### src/rtl/sdcp_pkg.sv
// Shared constants and types of the serial DAC command port.
package sdcp_pkg;

    // ------------------------------------------------------------
    // Frame layout
    // ------------------------------------------------------------
    localparam int FRAME_BITS = 16;
    localparam int CMD_BITS   = 4;
    localparam int DATA_BITS  = 12;
    localparam int CMD_MSB    = 15;
    localparam int CMD_LSB    = 12;

    // ------------------------------------------------------------
    // Commands
    // ------------------------------------------------------------
    localparam logic [3:0] CMD_NOP      = 4'h0;
    localparam logic [3:0] CMD_LOAD     = 4'h1;
    localparam logic [3:0] CMD_READBACK = 4'h2;
    localparam logic [3:0] CMD_CHAINOFF = 4'h9;
    localparam logic [3:0] CMD_RISEEDGE = 4'ha;
    localparam logic [3:0] CMD_ZERO     = 4'hb;
    localparam logic [3:0] CMD_MID      = 4'hc;

    // ------------------------------------------------------------
    // Reset, midscale and counter-full values
    // ------------------------------------------------------------
    localparam logic [11:0] DAC_RESET    = 12'h000;
    localparam logic [11:0] DAC_MIDSCALE = 12'h800;
    localparam logic [4:0]  CNT_RESET    = 5'h00;
    localparam logic [4:0]  CNT_FULL     = 5'h10;

    // ------------------------------------------------------------
    // Bus register map
    // ------------------------------------------------------------
    localparam logic [7:0] REG_DAC_VALUE = 8'h00;
    localparam logic [7:0] REG_STATUS    = 8'h04;
    localparam logic [7:0] REG_VARIANT   = 8'h08;

    // Bus-side write channel states.
    typedef enum logic [1:0] {
        SDCP_IDLE = 2'b00,
        SDCP_ADDR = 2'b01
    } sdcp_bus_t;

endpackage

### src/rtl/sdcp_port.sv
// Serial DAC command port with frame sync, serial clock, data and AHB-Lite status access.
// Overview of operation
// - Frames are 16 bits: command then data.
// - Low data positions ignored in narrow variants.
// - Input active only between sync fall and rise.
// - In chain mode, unfinished frames still execute at sync rise.
// - Reset: falling edge, chain on, zero scale.
// - Command 0000 changes nothing.
// - Command 1001 selects standalone counted mode.
// - Chain mode returns only through reset.
// - Command 1010 selects rising sample edge.
// - Commands 1011 and 1100 clear zero/midscale.
// - Command 0010 starts a readback.
// - Data accepted only while sync low.
// - Chain mode shifts on every sampling edge.
// - Chain mode overflow bits leave on data out.
// - Data out changes on non-sampling edge.
// - Chain mode executes command at sync rise.
// - Standalone sync fall clears the bit counter.
// - Standalone early sync rise aborts the write.
// - Standalone transfer at sixteenth sampling edge.
// - Standalone needs new sync fall per frame.
//
// Decided for this implementation: the AHB-Lite slave port and the register addresses.
module sdcp_port
    import sdcp_pkg::*;
#(
    parameter int RES_BITS = 12
) (
    input  wire logic        hclk,
    input  wire logic        hresetn,
    input  wire logic        hsel,
    input  wire logic [31:0] haddr,
    input  wire logic [1:0]  htrans,
    input  wire logic        hwrite,
    input  wire logic [2:0]  hsize,
    input  wire logic [31:0] hwdata,
    input  wire logic        hready,
    output logic      [31:0] hrdata,
    output logic             hreadyout,
    output logic             hresp,
    input  wire logic        sync_n,
    input  wire logic        sclk,
    input  wire logic        sdin,
    output logic             serial_data_out,
    output logic      [11:0] dac_code
);

    // ------------------------------------------------------------
    // Input synchronisers
    // ------------------------------------------------------------
    logic [1:0] sync_meta;
    logic [1:0] sclk_meta;
    logic [1:0] din_meta;
    logic       sync_q;
    logic       sclk_q;

    always_ff @(posedge hclk or negedge hresetn) begin
        if (!hresetn) begin
            // The serial clock idles high, so its edge detector starts high.
            // A low start would show a false rising edge right after reset.
            sync_meta <= 2'h3;
            sclk_meta <= 2'h3;
            din_meta  <= 2'h0;
            sync_q    <= 1'b1;
            sclk_q    <= 1'b1;
        end else begin
            sync_meta <= {sync_meta[0], sync_n};
            sclk_meta <= {sclk_meta[0], sclk};
            din_meta  <= {din_meta[0], sdin};
            sync_q    <= sync_meta[1];
            sclk_q    <= sclk_meta[1];
        end
    end

    logic sync_s;
    logic sclk_s;
    logic din_s;
    assign sync_s = sync_meta[1];
    assign sclk_s = sclk_meta[1];
    assign din_s  = din_meta[1];

    logic sync_fall;
    logic sync_rise;
    logic sclk_rise;
    logic sclk_fall;
    assign sync_fall = sync_q && !sync_s;
    assign sync_rise = !sync_q && sync_s;
    assign sclk_rise = !sclk_q && sclk_s;
    assign sclk_fall = sclk_q && !sclk_s;

    // ------------------------------------------------------------
    // Mode state
    // ------------------------------------------------------------
    logic        chain_on;
    logic        rise_edge;
    logic        frame_open;
    logic [4:0]  bit_cnt;
    logic [15:0] shift_reg;
    logic [11:0] dac_reg;
    logic        rb_pending;
    logic [15:0] rb_word;
    logic        rb_active;

    logic sample_edge;
    logic launch_edge;
    assign sample_edge = rise_edge ? sclk_rise : sclk_fall;
    assign launch_edge = rise_edge ? sclk_fall : sclk_rise;

    // Input buffers are awake only inside a frame.
    logic in_frame;
    assign in_frame = !sync_s;

    // Standalone mode gates clocks once the counter is full.
    logic shift_ok;
    assign shift_ok = in_frame && (chain_on || (frame_open && bit_cnt < CNT_FULL));

    logic [15:0] next_shift;
    assign next_shift = {shift_reg[14:0], din_s};

    // Keeps the used data positions of the variant.
    function automatic logic [11:0] sdcp_mask(input logic [11:0] d);
        logic [11:0] m;
        m = 12'hfff << (DATA_BITS - RES_BITS);
        return d & m;
    endfunction

    // A word is executed at sync rise in chain mode or at the last bit standalone.
    // Standalone mode takes the word from the shifter input, so the sixteenth bit
    // counts even though the shift register itself has not yet taken it.
    logic        exec;
    logic [15:0] exec_word;
    assign exec = chain_on ? sync_rise :
                  (frame_open && in_frame && sample_edge && bit_cnt == CNT_FULL - 5'h01);
    assign exec_word = chain_on ? shift_reg : next_shift;

    logic [3:0] cmd;
    assign cmd = exec_word[CMD_MSB:CMD_LSB];

    always_ff @(posedge hclk or negedge hresetn) begin
        if (!hresetn) begin
            shift_reg <= 16'h0000;
        end else if (sample_edge && shift_ok) begin
            shift_reg <= next_shift;
        end
    end

    // The counter stops at a full frame, which in standalone mode gates further clocks off
    // until the next falling edge of frame sync.
    always_ff @(posedge hclk or negedge hresetn) begin
        if (!hresetn) begin
            bit_cnt    <= CNT_RESET;
            frame_open <= 1'b0;
        end else if (sync_fall) begin
            bit_cnt    <= CNT_RESET;
            frame_open <= 1'b1;
        end else if (sync_rise) begin
            frame_open <= 1'b0;
        end else if (sample_edge && shift_ok && bit_cnt < CNT_FULL) begin
            bit_cnt <= bit_cnt + 5'h01;
        end
    end

    always_ff @(posedge hclk or negedge hresetn) begin
        if (!hresetn) begin
            chain_on <= 1'b1;
        end else if (exec && cmd == CMD_CHAINOFF) begin
            chain_on <= 1'b0;
        end
    end

    always_ff @(posedge hclk or negedge hresetn) begin
        if (!hresetn) begin
            rise_edge <= 1'b0;
        end else if (exec && cmd == CMD_RISEEDGE) begin
            rise_edge <= 1'b1;
        end
    end

    always_ff @(posedge hclk or negedge hresetn) begin
        if (!hresetn) begin
            dac_reg <= DAC_RESET;
        end else if (exec) begin
            case (cmd)
                CMD_LOAD: begin
                    dac_reg <= sdcp_mask(exec_word[11:0]);
                end
                CMD_ZERO: begin
                    dac_reg <= DAC_RESET;
                end
                CMD_MID: begin
                    dac_reg <= DAC_MIDSCALE;
                end
                default: begin
                    dac_reg <= dac_reg;
                end
            endcase
        end
    end

    always_ff @(posedge hclk or negedge hresetn) begin
        if (!hresetn) begin
            rb_pending <= 1'b0;
        end else if (exec && cmd == CMD_READBACK) begin
            rb_pending <= 1'b1;
        end else if (sync_fall) begin
            rb_pending <= 1'b0;
        end
    end

    // ------------------------------------------------------------
    // Serial data out
    // ------------------------------------------------------------
    always_ff @(posedge hclk or negedge hresetn) begin
        if (!hresetn) begin
            rb_active <= 1'b0;
            rb_word   <= 16'h0000;
        end else if (sync_fall) begin
            rb_active <= rb_pending;
            rb_word   <= {CMD_NOP, dac_reg};
        end else if (rb_active && launch_edge && in_frame) begin
            rb_word <= {rb_word[14:0], 1'b0};
        end
    end

    always_ff @(posedge hclk or negedge hresetn) begin
        if (!hresetn) begin
            serial_data_out <= 1'b0;
        end else if (sync_fall && rb_pending) begin
            // The readback word leads with its all-zero command field.
            serial_data_out <= CMD_NOP[3];
        end else if (launch_edge && in_frame) begin
            if (rb_active) begin
                serial_data_out <= rb_word[14];
            end else begin
                serial_data_out <= shift_reg[15];
            end
        end
    end

    always_ff @(posedge hclk or negedge hresetn) begin
        if (!hresetn) begin
            dac_code <= DAC_RESET;
        end else begin
            dac_code <= dac_reg;
        end
    end

    // ------------------------------------------------------------
    // AHB-Lite status slave
    // ------------------------------------------------------------
    // Read data are registered in the address phase, so they stand in the
    // data phase and the slave never needs a wait state.
    logic       rd_pend;
    logic [7:0] rd_addr;

    always_ff @(posedge hclk or negedge hresetn) begin
        if (!hresetn) begin
            rd_pend <= 1'b0;
            rd_addr <= 8'h00;
        end else if (hready) begin
            rd_pend <= hsel && htrans[1] && !hwrite;
            rd_addr <= haddr[7:0];
        end
    end

    always_ff @(posedge hclk or negedge hresetn) begin
        if (!hresetn) begin
            hrdata <= 32'h00000000;
        end else if (hready && hsel && htrans[1] && !hwrite) begin
            case (haddr[7:0])
                REG_DAC_VALUE: hrdata <= {20'h00000, dac_reg};
                REG_STATUS:    hrdata <= {26'h0000000, bit_cnt, chain_on} |
                                         {24'h000000, rise_edge, 7'h00};
                REG_VARIANT:   hrdata <= 32'(RES_BITS);
                default:       hrdata <= 32'h00000000;
            endcase
        end
    end

    assign hreadyout = 1'b1;
    assign hresp     = 1'b0;
endmodule

### config.mk
export PLATFORM = sky130hd
export DESIGN_NAME = sdcp_port
export DESIGN_NICKNAME = d
export VERILOG_FILES = /design/src/rtl/sdcp_pkg.sv /design/src/rtl/sdcp_port.sv
export SDC_FILE = /design/constraint.sdc
export NUM_CORES = 1
export LEC_CHECK = 0
export BUFFER_PORTS_ARGS = -buffer_cell sky130_fd_sc_hd__clkbuf_2
export CAP_MARGIN = 5
export CORE_UTILIZATION = 39
export DETAILED_ROUTE_END_ITERATION = 6
export MAX_ROUTING_LAYER = met4
export PLACE_DENSITY_LB_ADDON = 0.08
export SETUP_SLACK_MARGIN = 0.3
export SYNTH_ARGS = -nofsm -noshare
export SYNTH_HDL_FRONTEND = slang
export SYNTH_SLANG_ARGS = --single-unit
export TNS_END_PERCENT = 100
### constraint.sdc
create_clock -name hclk -period 2.95 [get_ports hclk]
set_input_delay 0.295 -clock hclk [delete_from_list [all_inputs] [get_ports hclk]]
set_output_delay 0.295 -clock hclk [all_outputs]
set_load 0.05 [all_outputs]
# [Yosys cells after proc, flatten, opt, wreduce, memory -nomap -nowiden]
# Index checks and enable logic that the tools add are counted.
[totals] register_bits=106 input_bits=77 output_inout_bits=47 word_cells=84
[classes] add_sub_neg=1 n_lt_le_gt_ge=1 n_eq_ne=10 n_mux=18 n_bitwise=1 reduce_logical=36
[op_table] operator="12-bit case mux with 3 select lines" count=2
[op_table] operator="15-bit 2-to-1 mux" count=2
[op_table] operator="1-bit logical AND" count=21
[op_table] operator="4-bit == test (second input constant)" count=4
[op_table] operator="16-bit 2-to-1 mux" count=1
[op_table] operator="5-bit 2-to-1 mux" count=3
[op_table] operator="1-bit 2-to-1 mux" count=10
[op_table] operator="2-bit nonzero test" count=5
[op_table] operator="8-bit by 3-bit == test with 1-bit output (second input constant)" count=1
[op_table] operator="8-bit by 4-bit == test with 1-bit output (second input constant)" count=1
[op_table] operator="8-bit zero test" count=1
[op_table] operator="6-bit by 8-bit OR with 8-bit output" count=1
[op_table] operator="5-bit by 1-bit adder with 5-bit output (second input constant)" count=1
[op_table] operator="5-bit by 4-bit == test with 1-bit output (second input constant)" count=1
[op_table] operator="1-bit zero test" count=5
[op_table] operator="5-bit less-than comparator (second input constant)" count=1
[op_table] operator="4-bit by 1-bit == test with 1-bit output (second input constant)" count=1
[op_table] operator="4-bit by 2-bit == test with 1-bit output (second input constant)" count=1
[op_table] operator="2-bit AND reduction" count=2
[op_table] operator="3-bit nonzero test" count=1
[op_table] operator="2-bit != test (second input constant)" count=1
[op_table] operator="1-bit logical OR" count=1

# [Depth between registers and ports, before layout]
# Gate-level depths: netlist of run 1.
[logic_depth] ltp_word=9 ltp_mapped=8 ltp_nobuf=7

# [Worst setup path after synthesis of run 1]
# Ideal clock, no wire load.
[synth_timing] kind="register to register" start="register sclk_meta[1]" end="register rb_word[10]" t_arrival_ns=1.790 t_required_ns=2.818 path_slack_ns=1.029 path_stages_with_launch=6 period_less_slack_ns=1.921 cell_sequence="dfstp_2 > or3b_4 > a211oi_4 > buf_8 > mux2i_1 > o21ai_1"
[synth_via] elab_chain_len=6 word_cells_on_any_way=7
[synth_lines] item="start: declaration" line="sdcp_port.sv:53" text="logic [1:0] sclk_meta;"
[synth_lines] item="start signal: assignment" line="sdcp_port.sv:69" text="sclk_meta <= {sclk_meta[0], sclk};"
[synth_lines] item="1-bit zero test" line="sdcp_port.sv:90" text="assign sclk_fall = sclk_q && !sclk_s;"
[synth_lines] item="1-bit logical AND" line="sdcp_port.sv:90"
[synth_lines] item="1-bit 2-to-1 mux (*)" line="sdcp_port.sv:108" text="assign launch_edge = rise_edge ? sclk_fall : sclk_rise;"
[synth_lines] item="1-bit logical AND (*) (2 in series)" line="sdcp_port.sv:221" text="end else if (rb_active && launch_edge && in_frame) begin"
[synth_lines] item="2-bit nonzero test (no source line) (*)"
[synth_lines] item="end signal: assignment" line="sdcp_port.sv:220" text="rb_word <= {CMD_NOP, dac_reg};"
[synth_lines] item="end signal: assignment" line="sdcp_port.sv:222" text="rb_word <= {rb_word[14:0], 1'b0};"
[synth_lines] item="end: declaration" line="sdcp_port.sv:102" text="logic [15:0] rb_word;"
# Mark *: on every way between the ends. The rest lies on a longest branch, timed or not.
# A chain may end at the register's enable or synchronous reset.

# [Worst setup path in the final report of run 1]
[layout_timing] start="register chain_on" end="register dac_reg[2]"
[layout_via] elab_chain_len=4 word_cells_on_any_way=8
[layout_lines] item="start: declaration" line="sdcp_port.sv:95" text="logic chain_on;"
[layout_lines] item="start signal: assignment" line="sdcp_port.sv:166" text="chain_on <= 1'b1;"
[layout_lines] item="start signal: assignment" line="sdcp_port.sv:168" text="chain_on <= 1'b0;"
[layout_lines] item="16-bit 2-to-1 mux" line="sdcp_port.sv:135" text="assign exec_word = chain_on ? shift_reg : next_shift;"
[layout_lines] item="4-bit == test or 4-bit by 1-bit == test with 1-bit output (tied branches)" line="sdcp_port.sv:184" text="case (cmd)"
[layout_lines] item="3-bit nonzero test (no source line)"
[layout_lines] item="2-bit AND reduction (no source line)"
[layout_lines] item="end signal: assignment" line="sdcp_port.sv:186" text="dac_reg <= sdcp_mask(exec_word[11:0]);"
[layout_lines] item="end signal: assignment" line="sdcp_port.sv:195" text="dac_reg <= dac_reg;"
[layout_lines] item="end: declaration" line="sdcp_port.sv:100" text="logic [11:0] dac_reg;"
# Several ways; a longest one is shown, not always the timed one.

==> impl_metrics.toml, run 1 <==
[synthesis]
postSynthAreaPerCell_um2 = 11.5
synth_edf_count = 0
synth_sequential_area_ratio = 0.540
synthFlopType = "sky130_fd_sc_hd__dfrtp_1"
ys_types = 58
ys_ff_latch = 86
synth.cell_area_um2 = 4000
synth_largest_area_cell = "sky130_fd_sc_hd__dfrtp_1"
synth_top_area_frac = 0.494
yosys-top-cells-area = "sky130_fd_sc_hd__dfrtp_1 49%, sky130_fd_sc_hd__mux2_2 8.2%, sky130_fd_sc_hd__mux2i_1 5.3%"
syn_inst = 347
synth.yosys.warnings = 0
asyncSetResetFlopFracSynth = 1.00

[sta]
post-route-worst-setup-slack_ps = 725
timing.final.crit_share = 0.754
setup_failing_eps_final = 0
slew_viol_final = 0
worst_slew_margin_rel = 0.286
unrepaired_setup_endpoints_after_global_routing = "false"
setup_tns_ps = 0
finalHoldViolations = 0
skew_ps = 8.68
fmax_ghz = 0.450
tightest_slew_ps = 1070
final.min_clock_period_ps = 2220
hold_slack_ps = 23.3

[drt]
remaining_drc_errors = 0
drt.antenna.violating_nets = 0
detail_route.first_pass.iterations = 4
routed_wire_length_per_instance_um = 14.7
post_dr_vias_cell = 4.88
vias = 2563
route.final.wire_length_um = 7700
drt_first_iter_violations = 84

[worst_setup_path]
worst-endpoint-required_ps = 3150
crit_path_max_fanout = 26
worstPathArrival_ps = 2420
reg2reg_from = "chain_on"
cp-start-kind = "flip-flop"
worstReg2RegEnd = "dac_reg[2]"
ff2ff_path_depth = 4
endpoint_kind_of_the_worst_setup_timing_path = "flip-flop"
regToRegSetupSlack_ps = 730
critical_path_type = "reg -> reg"

[placement]
port_buffers = 41
gp_congestion = 0.760
pre_cts_slack_ps = 738
hpwl_detailed_um = 5230

[clocking]
tritoncts_num_sinks = 86
cts.repair.resized = 0
cts_htree_levels = 3
cts-hold-fix-buffers = 1
worst_skew_pair.late_latency_ps = 350
post-cts-setup-buffer-count = 0
path_clk_slew_ps = 80
numCtsBuffers = 9
cts_tree = "yes"
ctsLongestPathBuffers = 2
clockRootBuffer = "sky130_fd_sc_hd__clkbuf_8"

[die]
boundaryPins = 124
die_width_um = 103
die_h_um = 103
placeableCoreArea_um2 = 9860
effective_utilization_at_floorplan = 0.406
floorplan.die_area_um2 = 10700
rows = 36

[power]
net-switching-power_uw = 610
proportion_of_power_drawn_by_the_clock_network = 0.398
share_comb_of_total_power = 0.091
p_sw_frac = 0.247
vdd_drop_max_v = 0.000251
power_per_cell_area_nw_per_um2 = 549
static-leakage-power_uw = 0.00206
intPower_uw = 1860
sequentialPowerShare = 0.511

[grt]
grt_use_total = 0.162
first_global_vias = 2411
first_pass_grt_wire_length_um = 12500
globalRouteOverflowTotal = 0
grt_start_max_net_pins = 87
number_of_antenna_violations_at_the_first_check_in_global_routing = 0

[finish]
number_of_flip_flops_under_the_largest_register_name = 16
layout-drive-gt1-share = 0.283
commonest_non_fill_non_tap_cell_in_the_layout = "sky130_fd_sc_hd__dfrtp_1"
mostFrequentLayoutCells = "79 x sky130_fd_sc_hd__dfrtp_1, 40 x sky130_fd_sc_hd__nand2_1, 40 x sky130_fd_sc_hd__clkbuf_2"
synthToLayoutAreaGrowth_pct = 12.3
final_util = 0.456
n_antenna_cell = 0
final_net_count = 468

[status]
status = "finished, final reports clean"

[hold_path]
timing.hold.worst.start = "sclk"
worst_hold_path_type = "in -> reg"
holdPathStages = 1
hold_path_end = "sclk_meta[0]"

[job]
max_capacitance_violation_count = 0
[cells in the mapped netlist (2+ instances only)]
master                      n
sky130_fd_sc_hd__o211ai_1   5
sky130_fd_sc_hd__nand2b_1   2
sky130_fd_sc_hd__mux2_2    29
sky130_fd_sc_hd__conb_1     2
sky130_fd_sc_hd__buf_4     22
sky130_fd_sc_hd__o21ai_0   20
sky130_fd_sc_hd__buf_2      5
sky130_fd_sc_hd__nand3b_1   2
sky130_fd_sc_hd__mux2i_1   21
sky130_fd_sc_hd__clkbuf_1   9
sky130_fd_sc_hd__o32ai_1   10
sky130_fd_sc_hd__nor4bb_1   2
sky130_fd_sc_hd__ha_1       4
sky130_fd_sc_hd__a21o_1     4
sky130_fd_sc_hd__or3_1      2
sky130_fd_sc_hd__dfstp_2    7
sky130_fd_sc_hd__o21ai_2    2
sky130_fd_sc_hd__o311ai_0   2
sky130_fd_sc_hd__o21ai_1    6
sky130_fd_sc_hd__a21oi_1    4
sky130_fd_sc_hd__nand2_1   40
sky130_fd_sc_hd__o22ai_1    2
sky130_fd_sc_hd__nor2_1     7
sky130_fd_sc_hd__inv_1     18
sky130_fd_sc_hd__dfrtp_1   79
sky130_fd_sc_hd__nand4b_1   2
sky130_fd_sc_hd__nand3_1    3
sky130_fd_sc_hd__a22o_1     5
sky130_fd_sc_hd__and3_1     2
[power by group through the flow]
stage / registers (uW) / clock network, uW / logic [uW]
floorplan: 1280 / 0 / 183
global placement: 1280 / 0 / 227
detailed placement: 1280 / 0 / 229
CTS: 1260 / 1020 / 231
global route: 1270 / 1060 / 254
finish: 1260 / 981 / 225
[per-stage QoR]
stage | area (um2) | power, uW | std cells
2_1_floorplan | 4080 | 1460 | 367
3_3_place_gp | 4250 | 1510 | 508
3_5_place_dp | 4250 | 1510 | 508
4_1_cts | 4490 | 2510 | 525
5_1_grt | 4490 | 2580 | 525
6_report | 4490 | 2470 | 525
[worst max-delay path by stage]
stage,start,endpoint,slack (ps)
2_1_floorplan,sclk_meta[1],rb_word[10],1030
3_3_place_gp,chain_on,dac_reg[8],750
3_5_place_dp,chain_on,dac_reg[9],740
4_1_cts,chain_on,dac_reg[9],720
5_1_grt,chain_on,dac_reg[2],540
6_report,chain_on,dac_reg[2],730
[logic make-up (layout without fill, tap and decap cells)]
logic type,Yosys count,in the layout,synth area share
other,2,22,0.00188
xor gates and xnor gates,1,1,0.00219
muxes,50,50,0.134
AOI/OAI and AO/OA,71,71,0.128
adders and majority gates,4,4,0.0125
DFF,86,86,0.540
buffers and inverters,58,83,0.0797
and+or+nand+nor,75,75,0.101
[metal layers]
metal,share of wire,track usage
met4,0.015,0.0650
met1,0.51,0.234
met2,0.44,0.227
met3,0.032,0.0269
met5,0,-
[cell type report]
cell class	instances	area [um2]
Clock inverter	6	109
Multi-Input combinational cell	223	1600
Fill cell	920	5370
Tap cell	133	166
Sequential cell	86	2160
Clock buffer	10	128
Inverter	19	71.3
Timing Repair Buffer	48	263
[critical path, cell delays in order (launching register included)]
cell and delay (ps):
sky130_fd_sc_hd__dfstp_2 840, sky130_fd_sc_hd__nand2b_1 250, sky130_fd_sc_hd__o221ai_1 170, sky130_fd_sc_hd__nor2_1 620, sky130_fd_sc_hd__o32ai_1 200
No activity file was read; power rests on OpenSTA's default activity.
==> run 2, diff against run 1 <==
- clock period: 2.95 -> 1.9 ns (I/O delays scaled with it)
==> impl_metrics.toml, run 2 (synthesized netlist as in run 1, its figures left out) <==
[status]
status = "finished, final reports clean"

[clocking]
numCtsBuffers = 9
path_clk_slew_ps = 90
tritoncts_num_sinks = 86
clockRootBuffer = "sky130_fd_sc_hd__clkbuf_8"
ctsLongestPathBuffers = 2
cts_htree_levels = 3
worst_skew_pair.late_latency_ps = 350
cts_tree = "yes"

[placement]
hpwl_detailed_um = 5720
gp_congestion = 0.778
pre_cts_slack_ps = -33.1
port_buffers = 41
dp_cells = 528

[drt]
routed_wire_length_per_instance_um = 14.7
drt_first_iter_violations = 94
detail_route.first_pass.iterations = 4
route.final.wire_length_um = 8270
post_dr_vias_cell = 4.90
remaining_drc_errors = 0
drt.antenna.violating_nets = 0
vias = 2751

[finish]
layout-drive-gt1-share = 0.360
final.fill_count = 928
mostFrequentLayoutCells = "79 x sky130_fd_sc_hd__dfrtp_1, 40 x sky130_fd_sc_hd__nand2_1, 40 x sky130_fd_sc_hd__clkbuf_2"
number_of_flip_flops_under_the_largest_register_name = 16
n_antenna_cell = 0
commonest_non_fill_non_tap_cell_in_the_layout = "sky130_fd_sc_hd__dfrtp_1"
final_util = 0.502
sequential_standard_cell_area_um2 = 2160
synthToLayoutAreaGrowth_pct = 23.6
finalNonFillerCells = 561
multi_input_comb_area_um2 = 1730
final_net_count = 504

[die]
die_h_um = 103
floorplan.die_area_um2 = 10700
effective_utilization_at_floorplan = 0.406
boundaryPins = 124
placeableCoreArea_um2 = 9860
die_width_um = 103
rows = 36

[power]
sequentialPowerShare = 0.538
net-switching-power_uw = 998
static-leakage-power_uw = 0.00231
intPower_uw = 2620
vdd_drop_max_v = 0.000466
power_per_cell_area_nw_per_um2 = 731
p_sw_frac = 0.276
share_comb_of_total_power = 0.135
proportion_of_power_drawn_by_the_clock_network = 0.327

[worst_setup_path]
cp-start-kind = "flip-flop"
worst-endpoint-required_ps = 2130
critical_path_type = "reg -> reg"
worstPathArrival_ps = 2070
cp_slowest_stage_delay_ps = 580
critical_path.cell_chain = "or3b_4 > a211oi_4 > buf_12 > mux2i_1 > o21ai_1"
endpoint_kind_of_the_worst_setup_timing_path = "flip-flop"
crit_path_max_fanout = 15
crit_path_top_delay_cell = "sky130_fd_sc_hd__dfstp_2"
path_buf_inv = 1
cpLargestDelayFamily = "flip-flops"

[grt]
first_global_vias = 2626
first_pass_grt_wire_length_um = 13400
globalRouteOverflowTotal = 0
grt_start_max_net_pins = 45
grt_use_total = 0.174
number_of_antenna_violations_at_the_first_check_in_global_routing = 0

[sta]
fmax_ghz = 0.543
final.min_clock_period_ps = 1840
unrepaired_setup_endpoints_after_global_routing = "true"
finalHoldViolations = 0
setup_failing_eps_final = 0
skew_ps = 11.4
timing.final.crit_share = 0.970
post-route-worst-setup-slack_ps = 57.1
slew_viol_final = 0

[hold_path]
worst_hold_path_type = "in -> async"

[job]
max_capacitance_violation_count = 0
run 2: path summary, 6_finish.rpt:
| check | startpoint | cells past startpoint | slack, ps | endpoint |
|---|---|---|---|---|
| setup reg to reg | sclk_meta[1] | 5 | 60 | rb_word[11] |
| max in group asynchronous | hresetn | 3 | 1030 | hrdata[11] |
| hold / removal | hresetn | 2 | 240 | bit_cnt[0] |
| hold reg to reg | din_meta[0] | 0 | 360 | din_meta[1] |
| setup / recovery | sclk_meta[1] | 5 | 60 | rb_word[11] |
| min in group hclk | haddr[3] | 4 | 240 | hrdata[3] |
run 2: layout make-up:
class / count / area share
multi-input cells: 223 / 0.351
clock inverters: 6 / 0.00936
repair buffers: 84 / 0.127
flip-flops and latches: 86 / 0.437
well taps: 133 / 0.0336
clock buffers: 10 / 0.0278
inverters: 19 / 0.0144
run 2: metal layers:
metal	GRT usage	vias up	routed length [um]
met1	0.240	1350	4100
met5	-	-	0
met4	0.0325	0	37
li1	-	1348	-
met2	0.261	49	3920
met3	0.0430	4	215
run 2: power by group through the flow:
stage / combinational (uW) / clock, uW / sequential, uW
after floorplan: 289 / 0 / 1990
after global placement: 434 / 0 / 1980
after detailed placement: 438 / 0 / 1980
after CTS: 485 / 1240 / 1940
after global routing: 541 / 1320 / 1950
final: 488 / 1180 / 1950
run 2: through the flow:
stage | hold WS [ps] | TNS (ps) | power, uW | area, um2
after global routing | 262 | -432 | 3810 | 4950
after floorplan | -106 | 0 | 2280 | 4100
after global placement | 84.1 | -77.9 | 2410 | 4450
after CTS | 227 | 0 | 3670 | 4890
final | 244 | 0 | 3620 | 4950
after detailed placement | 79.2 | -257 | 2420 | 4450
run 2: what timing repair did:
action / CTS / global route
pin swaps: 4 / 7
buffers inserted: 10 / 2
setup endpoints to repair: 51 / 51
hold buffers: 4 / 0
resized for setup: 24 / 12
gates cloned: 1 / 0
hold endpoints to repair: 17 / 0
==> run 3, diff against run 2 <==
- PLACE_DENSITY: not set -> 0.69
- PLACE_DENSITY_LB_ADDON: 0.08 -> not set
==> impl_metrics.toml, run 3 (synthesized netlist as in run 1, its figures left out) <==
[finish]
synthToLayoutAreaGrowth_pct = 25.0
n_antenna_cell = 0
finalNonFillerCells = 557
commonest_non_fill_non_tap_cell_in_the_layout = "sky130_fd_sc_hd__dfrtp_1"
number_of_flip_flops_under_the_largest_register_name = 16
layout-drive-gt1-share = 0.382
final_net_count = 501
design_area_um2 = 5000
final.fill_count = 829
mostFrequentLayoutCells = "78 x sky130_fd_sc_hd__dfrtp_1, 40 x sky130_fd_sc_hd__nand2_1, 40 x sky130_fd_sc_hd__clkbuf_2"

[status]
status = "complete, but fails checks"
failing_checks = "setup timing"

[worst_setup_path]
cp_slowest_stage_delay_ps = 380
worstPathArrival_ps = 2200
cpLargestDelayFamily = "compound AO/OA/AOI/OAI gates"
crit_path_top_delay_cell = "sky130_fd_sc_hd__a221oi_4"
worst-endpoint-required_ps = 2200
endpoint_kind_of_the_worst_setup_timing_path = "flip-flop"
critical_path_type = "reg -> reg"
critical_path.cell_chain = "ha_2 > and3_4 > ha_4 > and3b_2 > o21ai_4 > a221oi_4 > buf_6 > o32a_1"
path_buf_inv = 1
cp-start-kind = "flip-flop"
crit_path_max_fanout = 6

[drt]
remaining_drc_errors = 0
vias = 2822
detail_route.first_pass.iterations = 4
post_dr_vias_cell = 5.07
drt.antenna.violating_nets = 0
routed_wire_length_per_instance_um = 15.7
drt_first_iter_violations = 113
route.final.wire_length_um = 8740

[clocking]
ctsLongestPathBuffers = 2
numCtsBuffers = 9
tritoncts_num_sinks = 86
path_clk_slew_ps = 90
cts_tree = "yes"
cts_htree_levels = 3
worst_skew_pair.late_latency_ps = 370
clockRootBuffer = "sky130_fd_sc_hd__clkbuf_8"

[placement]
pre_cts_slack_ps = -17.4
port_buffers = 41
dp_cells = 526
hpwl_detailed_um = 5560
gp_congestion = 0.819
detailed_place.area_um2 = 4430

[power]
static-leakage-power_uw = 0.00235
power_per_cell_area_nw_per_um2 = 751
vdd_drop_max_v = 0.000297
finalPower_uw = 3750

[job]
max_capacitance_violation_count = 0

[grt]
grt_use_total = 0.173
first_pass_grt_wire_length_um = 13400
grt_start_max_net_pins = 51
first_global_vias = 2681
number_of_antenna_violations_at_the_first_check_in_global_routing = 0
globalRouteOverflowTotal = 0

[sta]
fmax_ghz = 0.526
skew_ps = 10.4
unrepaired_setup_endpoints_after_global_routing = "true"
tightest_slew_ps = 636
worst_slew_margin_rel = 0.576
slew_viol_final = 0
finalHoldViolations = 0
timing.final.crit_share = 1.00
final.min_clock_period_ps = 1900
setup_failing_eps_final = 1
post-route-worst-setup-slack_ps = -0.936

[die]
effective_utilization_at_floorplan = 0.406
die_h_um = 103
floorplan.die_area_um2 = 10700
boundaryPins = 124
rows = 36
die_width_um = 103
placeableCoreArea_um2 = 9860

[hold_path]
worst_hold_path_type = "in -> reg"
==> run 3: final cells by class <==
class                      count  area [um2]  share of cell area
inverter                      19        73.8              0.0148
timing repair buffer          80         581               0.116
sequential                    86        2160               0.432
multi-input combinational    224        1830               0.365
clock buffer                   9         124              0.0248
tap                          133         166              0.0333
clock inverter                 6        68.8              0.0138
==> run 3: worst reg2reg max path: cells and delay by family, from the launching register on <==
kind                       cells  cell delay [ps]
adders and majority gates      2              300
AOI/OAI and AO/OA              3              620
DFF                            1              370
and+or+nand+nor                2              370
buffers and inverters          1              180
==> run 3: worst paths after layout <==
check,from,to,slack [ps],depth (start not counted)
setup reg to reg,bit_cnt[0],dac_reg[11],-0.9,8
hold / removal,haddr[3],hrdata[3],200,4
max in group asynchronous,hresetn,hrdata[7],920,3
hold reg to reg,din_meta[0],din_meta[1],350,0
min in group asynchronous,hresetn,serial_data_out,380,2
setup / recovery,bit_cnt[0],dac_reg[11],-0.9,8
==> run 3: metal layers <==
layer / track usage / vias up / routed length, um
li1: - / 1336 / -
met1: 0.228 / 1401 / 4010
met2: 0.262 / 67 / 4260
met3: 0.0296 / 18 / 275
met4: 0.0791 / 0 / 195
met5: - / - / 0
==> run 3: what timing repair did <==
action,CTS,global route
cloned,1,2
hold buffers,4,0
setup buffers,6,3
endpoints found under the setup margin,50,51
hold endpoints to repair,44,0
resized for setup,6,46
pin swaps,2,11
==> run 3: per-stage QoR <==
stage | utilization | hold slack, ps | setup TNS [ps]
6_report | 0.507 | 202 | -0.936
5_1_grt | 0.507 | 242 | -754
4_1_cts | 0.482 | 197 | 0
3_5_place_dp | 0.450 | 258 | -17.4
3_3_place_gp | 0.450 | 249 | 0
2_1_floorplan | - | -106 | 0
==> run 3: report_power, final <==
| group | switching [uW] | internal (uW) | leakage (uW) |
|---|---|---|---|
| clock | 685 | 609 | 0.0000961 |
| sequential | 48.2 | 1900 | 0.00116 |
| combinational | 290 | 226 | 0.00109 |
| total | 1020 | 2730 | 0.00235 |
